<file path="config.mk">
export PLATFORM = sky130hd
export DESIGN_NAME = digital_input_latch_unit
export DESIGN_NICKNAME = d
export VERILOG_FILES = /design/src/core/dil_pkg.sv /design/src/core/digital_input_latch_unit.sv /design/src/core/dil_sync.sv
export VERILOG_INCLUDE_DIRS = /design/src /design/src/core
export SDC_FILE = /design/constraint.sdc
export NUM_CORES = 1
export LEC_CHECK = 0
export ABC_AREA = 1
export BUFFER_PORTS_ARGS = -buffer_cell sky130_fd_sc_hd__buf_2
export CORE_ASPECT_RATIO = 1.4
export CORE_MARGIN = 2
export CORE_UTILIZATION = 55
export CTS_BUF_LIST = sky130_fd_sc_hd__clkbuf_8 sky130_fd_sc_hd__clkbuf_16
export CTS_CLUSTER_SIZE = 12
export DETAILED_ROUTE_END_ITERATION = 12
export PLACE_DENSITY = 0.75
export SLEW_MARGIN = 15
export SYNTH_ARGS = -nofsm -noshare
export SYNTH_HDL_FRONTEND = slang
export SYNTH_SLANG_ARGS = --single-unit
</file>
<file path="constraint.sdc">
create_clock -name clk_i -period 3.39 [get_ports clk_i]
set_clock_uncertainty 0.15 [all_clocks]
set_input_delay 0.1695 -clock clk_i [delete_from_list [all_inputs] [get_ports clk_i]]
set_output_delay 0.1695 -clock clk_i [all_outputs]
set_load 0.005 [all_outputs]
</file>
<file path="src/core/dil_params.svh">
// Purpose: Offsets, field positions, reset values and timing counts
// Assumes: 8-bit byte address, 32-bit register data, 20 MHz clock
// Notes:   Included by the package and by the unit
`ifndef DIL_PARAMS_SVH
`define DIL_PARAMS_SVH

`define DIL_NPIN        20
`define DIL_NFAST       4
`define DIL_G1_LO       4
`define DIL_G2_LO       12
`define DIL_AW          8
`define DIL_DW          32

`define DIL_POL_OFS     8'h00
`define DIL_EDGE_OFS    8'h04
`define DIL_INV_OFS     8'h08
`define DIL_RAW_OFS     8'h0C
`define DIL_ACT_OFS     8'h10
`define DIL_STAT_OFS    8'h14
`define DIL_MASK_OFS    8'h18
`define DIL_FEN_OFS     8'h1C
`define DIL_LSEL_OFS    8'h20
`define DIL_ROLE_OFS    8'h40
`define DIL_CAP_OFS     8'h80

`define DIL_SEL_W       5
`define DIL_HOME_LSB    0
`define DIL_FWD_LSB     5
`define DIL_REV_LSB     10
`define DIL_STOP_LSB    15
`define DIL_FAULT_LSB   20
`define DIL_ROLE_W      25
`define DIL_ROLE_RST    25'h1FF_FFFF

`define DIL_CLK_NS      50
`define DIL_SCAN_NS     1000000
`define DIL_SCAN_CYC    (`DIL_SCAN_NS / `DIL_CLK_NS)
`define DIL_LATCH_NS    1000
`define DIL_LATCH_CYC   (`DIL_LATCH_NS / `DIL_CLK_NS)

`endif

</file>
<file path="src/core/dil_pkg.sv">
// Purpose: Types shared by the digital input latch unit
// Assumes: dil_params.svh holds the numbers
// Notes:   Register port request and per-axis role outputs
`include "dil_params.svh"
package dil_pkg;

  typedef struct packed {
    logic                   we;
    logic                   re;
    logic [`DIL_AW-1:0]     addr;
    logic [`DIL_DW-1:0]     wdata;
  } reg_req_t;

  typedef struct packed {
    logic home;
    logic fwd_limit;
    logic rev_limit;
    logic stop;
    logic fault;
  } role_t;

endpackage

</file>
<file path="src/core/digital_input_latch_unit.sv">
// Purpose: Twenty conditioned digital inputs with fast position latches
// Assumes: Pins are asynchronous; axis positions are on clk_i
// Notes:   Registers on a plain port, read data one cycle later
//
// Notes on behaviour
// - Twenty general inputs 0..19, each usable by any axis.
// - Three groups, each with its own polarity setting.
// - Inputs 0..3 form the first polarity group.
// - Inputs 4..11 form group two, sampled at 1 kHz.
// - Inputs 12..19 as 4..11 but in group three.
// - Per input: programmable active level, level or edge detection.
// - Software reads raw and active state of every input.
// - Any input can drive home, limits, stop or fault of an axis.
// - Inputs 0..3 latch positions of any selected axes in hardware.
// - Fast input to position capture takes at most 1 us.
// - Fast activation starts follow-on latch actions and tells software.
//
// The address map and the strobed register port were left to the implementer.
`timescale 1ns/1ns
`include "dil_params.svh"
module digital_input_latch_unit #(
  parameter int NAXES    = 4,
  parameter int POS_W    = 32,
  parameter int SCAN_DIV = `DIL_SCAN_CYC
) (
  input  wire logic                        clk_i,
  input  wire logic                        rstn_i,
  input  wire logic [`DIL_NPIN-1:0]        pin_i,
  input  wire logic [NAXES-1:0][POS_W-1:0] axis_pos_i,
  input  wire dil_pkg::reg_req_t           bus_i,
  output logic      [`DIL_DW-1:0]          rdata_o,
  output logic                             irq_o,
  output logic      [`DIL_NFAST-1:0]       latch_evt_o,
  output dil_pkg::role_t [NAXES-1:0]       role_o
);
  import dil_pkg::*;

  localparam int NPIN    = `DIL_NPIN;
  localparam int NFAST   = `DIL_NFAST;
  localparam int SW      = $clog2(SCAN_DIV + 1);
  localparam int LAT_CYC = `DIL_LATCH_CYC;

  typedef struct packed {
    logic [SW-1:0]                    div;
    logic [NPIN-1:0]                  raw;
    logic [NPIN-1:0]                  act_prev;
    logic [2:0]                       pol;
    logic [NPIN-1:0]                  edge_mode;
    logic [NPIN-1:0]                  inv;
    logic [NPIN-1:0]                  status;
    logic [NPIN-1:0]                  mask;
    logic [NFAST-1:0]                 fast_en;
    logic [NFAST-1:0][NAXES-1:0]      lsel;
    logic [NAXES-1:0][`DIL_ROLE_W-1:0] rsel;
    logic [NAXES-1:0][POS_W-1:0]      cap;
    logic [`DIL_DW-1:0]               rdata;
    logic                             irq;
    logic [NFAST-1:0]                 levt;
    role_t [NAXES-1:0]                role;
  } state_t;

  state_t           s_q;
  state_t           s_d;
  logic [NPIN-1:0]  sync_w;
  logic [NPIN-1:0]  act;
  logic [NPIN-1:0]  rise;
  logic [NPIN-1:0]  ev;
  logic [NFAST-1:0] trig;
  logic             tick;
  logic             rd_stat;

  ////////////////////////////////////////////////////////////////////////
  // Helpers

  // Expand the three group polarities onto the pins
  function automatic logic [NPIN-1:0] pol_vec(input logic [2:0] p);
    logic [NPIN-1:0] v;
    v = '0;
    for (int i = 0; i < NPIN; i++) begin
      if (i < `DIL_G1_LO) begin
        v[i] = p[0];
      end else if (i < `DIL_G2_LO) begin
        v[i] = p[1];
      end else begin
        v[i] = p[2];
      end
    end
    return v;
  endfunction

  // Active state of a selected pin; out-of-range select means unused
  function automatic logic pick(input logic [NPIN-1:0] v,
                                input logic [`DIL_SEL_W-1:0] s);
    logic r;
    r = 1'b0;
    if (int'(s) < NPIN) begin
      r = v[s];
    end
    return r;
  endfunction

  // Word index within an array region, or -1 when outside it
  function automatic int region(input logic [`DIL_AW-1:0] a,
                                input logic [`DIL_AW-1:0] base,
                                input int n);
    int r;
    r = -1;
    if (a >= base && a[1:0] == 2'b00 &&
        int'(a - base) < 4 * n) begin
      r = int'(a - base) / 4;
    end
    return r;
  endfunction

  // Fast pins whose latch selects include one axis
  function automatic logic [NFAST-1:0] lsel_col(
    input logic [NFAST-1:0][NAXES-1:0] l,
    input int                          a);
    logic [NFAST-1:0] c;
    c = '0;
    for (int k = 0; k < NFAST; k++) begin
      c[k] = l[k][a];
    end
    return c;
  endfunction

  ////////////////////////////////////////////////////////////////////////
  // Pin synchroniser

  dil_sync #(
    .W (NPIN)
  ) u_sync (
    .clk_i  (clk_i),
    .rstn_i (rstn_i),
    .d_i    (pin_i),
    .q_o    (sync_w)
  );

  ////////////////////////////////////////////////////////////////////////
  // Next state

  always_comb begin
    int li;
    int ri;
    int ci;
    li      = region(bus_i.addr, `DIL_LSEL_OFS, NFAST);
    ri      = region(bus_i.addr, `DIL_ROLE_OFS, NAXES);
    ci      = region(bus_i.addr, `DIL_CAP_OFS, NAXES);
    s_d     = s_q;

    // Scan divider for the slow groups
    tick    = (s_q.div == SW'(SCAN_DIV - 1));
    s_d.div = tick ? '0 : s_q.div + 1'b1;

    // Fast pins follow every cycle; slow ones only on the scan tick
    s_d.raw[NFAST-1:0] = sync_w[NFAST-1:0];
    if (tick) begin
      s_d.raw[NPIN-1:NFAST] = sync_w[NPIN-1:NFAST];
    end

    // Group polarity and per-pin level combine into the active state
    act  = s_q.raw ^ pol_vec(s_q.pol) ^ s_q.inv;
    rise = act & ~s_q.act_prev;
    s_d.act_prev = act;
    ev   = (s_q.edge_mode & rise) | (~s_q.edge_mode & act);
    trig = s_q.fast_en & rise[NFAST-1:0];

    // Captures of all selected axes load in the same cycle
    for (int a = 0; a < NAXES; a++) begin
      for (int k = 0; k < NFAST; k++) begin
        if (trig[k] && s_q.lsel[k][a]) begin
          s_d.cap[a] = axis_pos_i[a];
        end
      end
    end
    s_d.levt = trig;

    // Role routing
    for (int a = 0; a < NAXES; a++) begin
      s_d.role[a].home      = pick(act,
        s_q.rsel[a][`DIL_HOME_LSB +: `DIL_SEL_W]);
      s_d.role[a].fwd_limit = pick(act,
        s_q.rsel[a][`DIL_FWD_LSB +: `DIL_SEL_W]);
      s_d.role[a].rev_limit = pick(act,
        s_q.rsel[a][`DIL_REV_LSB +: `DIL_SEL_W]);
      s_d.role[a].stop      = pick(act,
        s_q.rsel[a][`DIL_STOP_LSB +: `DIL_SEL_W]);
      s_d.role[a].fault     = pick(act,
        s_q.rsel[a][`DIL_FAULT_LSB +: `DIL_SEL_W]);
    end

    // Register writes
    if (bus_i.we) begin
      case (bus_i.addr)
        `DIL_POL_OFS:  s_d.pol       = bus_i.wdata[2:0];
        `DIL_EDGE_OFS: s_d.edge_mode = bus_i.wdata[NPIN-1:0];
        `DIL_INV_OFS:  s_d.inv       = bus_i.wdata[NPIN-1:0];
        `DIL_MASK_OFS: s_d.mask      = bus_i.wdata[NPIN-1:0];
        `DIL_FEN_OFS:  s_d.fast_en   = bus_i.wdata[NFAST-1:0];
        default: begin
          if (li >= 0) begin
            s_d.lsel[li] = bus_i.wdata[NAXES-1:0];
          end
          if (ri >= 0) begin
            s_d.rsel[ri] = bus_i.wdata[`DIL_ROLE_W-1:0];
          end
        end
      endcase
    end

    // Register reads; status clears on read but a new event wins
    rd_stat   = bus_i.re && (bus_i.addr == `DIL_STAT_OFS);
    s_d.rdata = '0;
    if (bus_i.re) begin
      case (bus_i.addr)
        `DIL_POL_OFS:  s_d.rdata = `DIL_DW'(s_q.pol);
        `DIL_EDGE_OFS: s_d.rdata = `DIL_DW'(s_q.edge_mode);
        `DIL_INV_OFS:  s_d.rdata = `DIL_DW'(s_q.inv);
        `DIL_RAW_OFS:  s_d.rdata = `DIL_DW'(s_q.raw);
        `DIL_ACT_OFS:  s_d.rdata = `DIL_DW'(act);
        `DIL_STAT_OFS: s_d.rdata = `DIL_DW'(s_q.status);
        `DIL_MASK_OFS: s_d.rdata = `DIL_DW'(s_q.mask);
        `DIL_FEN_OFS:  s_d.rdata = `DIL_DW'(s_q.fast_en);
        default: begin
          if (li >= 0) begin
            s_d.rdata = `DIL_DW'(s_q.lsel[li]);
          end
          if (ri >= 0) begin
            s_d.rdata = `DIL_DW'(s_q.rsel[ri]);
          end
          if (ci >= 0) begin
            s_d.rdata = `DIL_DW'(s_q.cap[ci]);
          end
        end
      endcase
    end
    s_d.status = (rd_stat ? '0 : s_q.status) | ev;
    s_d.irq    = |(s_d.status & s_d.mask);
  end

  ////////////////////////////////////////////////////////////////////////
  // State register

  always_ff @(posedge clk_i or negedge rstn_i) begin
    if (!rstn_i) begin
      s_q      <= '0;
      s_q.rsel <= {NAXES{`DIL_ROLE_RST}};
    end else begin
      s_q <= s_d;
    end
  end

  assign rdata_o     = s_q.rdata;
  assign irq_o       = s_q.irq;
  assign latch_evt_o = s_q.levt;
  assign role_o      = s_q.role;

  ////////////////////////////////////////////////////////////////////////
  // Checks

  logic [SW-1:0] gap_q;
  logic          seen_q;

  always_ff @(posedge clk_i or negedge rstn_i) begin
    if (!rstn_i) begin
      gap_q  <= '0;
      seen_q <= 1'b0;
    end else begin
      gap_q  <= tick ? '0 : gap_q + 1'b1;
      seen_q <= seen_q | tick;
    end
  end

  generate
    for (genvar a = 0; a < NAXES; a++) begin : g_chk

    end
  endgenerate
endmodule // digital_input_latch_unit

</file>
<file path="src/core/dil_sync.sv">
// Purpose: Two-flop synchroniser for asynchronous pin levels
// Assumes: Inputs are slow levels relative to clk_i
// Notes:   The first stage feeds only the second stage
`timescale 1ns/1ns
module dil_sync #(
  parameter int W = 1
) (
  input  wire logic         clk_i,
  input  wire logic         rstn_i,
  input  wire logic [W-1:0] d_i,
  output logic      [W-1:0] q_o
);
  logic [W-1:0] meta_q;

  always_ff @(posedge clk_i or negedge rstn_i) begin
    if (!rstn_i) begin
      meta_q <= '0;
      q_o    <= '0;
    end else begin
      meta_q <= d_i;
      q_o    <= meta_q;
    end
  end
endmodule // dil_sync

</file>
==> results.tsv <==
stage	metric	value	unit
sta	final count of hold timing violations	0	
power	worst ir drop on vdd	0.4402	mV
placement	total cell area at the placement stage	27900	sq um
synth	area share of fa/ha/maj cells after synthesis	1.527	%
critical_path	Max Fanout on Critical Path	13	
sta	final worst path period share	86.66	%
sta	PnR worst setup slack	0.4524	ns
critical_path	Critical Path AT	3.17	ns
clock_network	CTS Buf Count	48	
global_route	all-layer global routing usage	37.02	%
detailed_routing	total length of routed wires	92740	um
power	overall power consumption	12530	uW
synth	simple-gate area share of the yosys netlist	22.03	%
detailed_routing	Vias	25992	
power	Static Leak	0.01469	uW
layout	share of layout cells above drive strength 1	15.35	%
placement	routability-driven placement congestion ratio	0.9454	
placement	worst-case setup slack after placement	0.05065	ns
critical_path	path depth of the worst reg2reg path	10	
sta	final setup TNS	0	ns
clock_network	number of H-tree levels	2	
critical_path	most frequent CP cell	nand2_1	
synth	post-synthesis sequential area ratio	46.58	%
layout	cell area after layout	31090	sq um
critical_path	critical path depth	10	
synth	fraction of synthesized area in multiplexers	0	%
clock_network	worst-skew pair later-pin latency	0.59	ns
detailed_routing	routed length per instance	21.08	um
layout	Core Util, Final	66.09	%
sta	remaining max-slew budget at the tightest pin	25.69	%
critical_path	Crit path max-delay family	simple AND/OR/NAND/NOR gates	
run_status	outcome	complete, no violations	
floorplanning	floorplan die width	188.5	um
floorplanning	standard cell core area	47050	sq um
worst_hold_path	Hold Path Stages	2	
clock_network	TritonCTS clock tree	done	
floorplanning	Placement Rows	94	
detailed_routing	via count normalized by instance count	5.909	
sta	Max Transition Viols Final	0	
synth	Synth Instances	3426	
floorplanning	die height	262.3	um
power	pwr/cell area	403.1	nW/um^2
critical_path	Worst Path Class, Setup	flip-flop to flip-flop	
layout	area growth from synthesis to layout	18.60	%
clock_network	Max Buffers Root-to-Sink	3	
critical_path	master of the slowest instance on the critical path	dfrtp_1	
global_route	GRT Residual Overflow	0	
critical_path	Bufs and invs on worst path	1	
layout	combined flip-flop and latch cell area	12210	sq um
clock_network	Post-CTS Setup Repair Bufs	0	
clock_network	number of sinks driven by the clock tree	483	
synth	post-synthesis sequential element count	483	
floorplanning	Top-Level Pins	249	
synth	number of unique standard cell types used by synthesis	51	
layout	Post-layout nets	3971	
synth	Syn Nets	3650	
global_route	antenna violations before repair	7	
synth	number of enable flip-flop cells after synthesis	0	
clock_network	root cell of the clock tree	clkbuf_16	
critical_path	largest stage delay on the critical path	0.52	ns
job	max-capacitance violation count	0	
detailed_routing	First-pass DRT Iterations	7	
detailed_routing	drt drc	0	
critical_path	worst path cell trace	xor2_1, nand2b_1, nand2_1, inv_1, nand2_1, o21ai_0, nand2_1, nand4_1, nor2_1, nand3_1	
layout	Layout fillers	3861	
synth	Post-Synthesis Mean Instance Area	7.652	sq um
sta	maximum clock rate	340.4	MHz
floorplanning	Total Die Area	49450	sq um
worst_hold_path	class of the tightest hold or removal check	input port to flip-flop	
synth	asr flop ratio synth	100.0	%
synth	commonest register cell after synthesis	dfrtp_1	
global_route	largest net degree at the start of global routing	96	
sta	actual slew at the worst max-slew pin	1.113	ns
sta	Final setup violation count	0	
layout	area of the multi-input gates	11270	sq um
detailed_routing	post-route ant nets	0	
global_route	wire length of the first global-routing pass	141400	um
placement	count of input and output buffers	241	
global_route	number of global-route vias before repair	25137	
floorplanning	starting density of the core	55.73	%
synth	combinational family with the most area after synthesis	simple AND/OR/NAND/NOR gates	
sta	final critical delay including setup and external delays	2.938	ns
clock_network	Clock transition at path regs	0.06	ns
synth	count of yosys warnings during synthesis	0	
synth	Post-Synthesis Cell Area	26220	sq um
synth	area fraction in compound gates after synthesis	18.65	%
placement	DPL Wire Length	58310	um
critical_path	setup slack of the worst register-to-register path	0.45	ns
critical_path	Required @ worst endpoint	3.62	ns
critical_path	sort of element at the start of the critical path	flip-flop	
detailed_routing	Detailed Route Iter0 Violations	3121	
synth	share of the synthesized netlist area taken by xor and xnor gates	0.7016	%
critical_path	critical path capture point type	flip-flop	
sta	setup repair after global routing missed its margin	false	
cells in the mapped netlist (32+ instances only):
library cell / count / share of area, %
dfrtp_1: 383 / 37
ha_1: 32 / 1.5
dfstp_2: 100 / 10
o22ai_1: 53 / 1.3
nor3_1: 37 / 0.71
a21oi_1: 231 / 4.4
nor2_1: 155 / 2.2
buf_2: 53 / 1.0
nand3_1: 244 / 4.7
o21ai_1: 159 / 3.0
o21ai_0: 441 / 8.4
nand2_1: 794 / 11
inv_1: 354 / 5.1
clkbuf_1: 115 / 1.6
buf_4: 67 / 1.9
through the flow:
stage	hold WS (ns)	std cells
floorplan	-0.2761	3426
global placement	0.1283	4145
detailed placement	0.1288	4145
CTS	0.04866	4395
global route	0.06636	4399
finish	0.07860	4399
logic make-up after synthesis:
kind of cell,count (synthesis)
AOI/OAI and AO/OA,927
buffers and inverters,643
and+or+nand+nor,1320
DFF,483
xor gates and xnor gates,21
adders and majority gates,32
final timing paths:
| path | end | startpoint |
|---|---|---|
| setup / recovery | irq_o | s_q[385] |
| hold reg to reg | u_sync.q_o[11] | u_sync.meta_q[11] |
| setup reg to reg | irq_o | s_q[385] |
| min in group asynchronous | role_o[10] | rstn_i |
| hold / removal | u_sync.meta_q[0] | pin_i[0] |
| max in group asynchronous | s_q[58] | rstn_i |
area by class of cell:
| cell class | instances | area share (%) |
|---|---|---|
| inverters | 399 | 4.829 |
| well taps | 624 | 2.511 |
| clock inverters | 20 | 0.4547 |
| repair buffers | 515 | 12.51 |
| flip-flops and latches | 483 | 39.28 |
| multi-input cells | 2300 | 36.26 |
| diodes | 4 | 0.03219 |
| clock buffers | 54 | 4.129 |
cell usage in the layout (no fill, tap or decap), types with 5 or more instances in the layout:
cell             n
a21oi_1        231
a21oi_4          5
a221oi_1         5
buf_12          14
buf_2          240
buf_4           84
clkbuf_16       48
clkbuf_8         6
clkinv_1        23
dfrtp_1        383
dfstp_2        100
dlygate4sd3_1  176
ha_1            32
inv_1          367
inv_2           20
nand2_1        794
nand2_2          6
nand2_4          6
nand3_1        243
nand3_4          5
nand3b_1        12
nand4_1         21
nor2_1         155
nor2_2          10
nor2_4           5
nor3_1          37
o211ai_1         6
o21ai_0        441
o21ai_1        159
o221ai_1        23
o22ai_1         53
xnor2_1          9
xor2_1          11
per-layer routing:
metal	share of wire [%]	global-route usage [%]
met5	0.029	0
met4	8.3	26.14
met3	10	8.200
met2	46	58.98
met1	35	44.46
report_power, final:
group	switching [uW]	internal (uW)
sequential	71.0	5910
combinational	985	531
clock	2280	2760
total	3340	9200
worst reg2reg max path, stage by stage, from the launching register on:
cell,delay (ns)
dfrtp_1,0.52
xor2_1,0.23
nand2b_1,0.16
nand2_1,0.21
inv_1,0.42
nand2_1,0.15
o21ai_0,0.12
nand2_1,0.30
nand4_1,0.15
nor2_1,0.14
nand3_1,0.20
timing repair:
item                                   in CTS  in global routing
gates resized for setup                     0                  0
hold buffers                              176                  0
endpoints found under the hold margin     410                  0
Note: power is estimated with default switching activity, not from simulation.
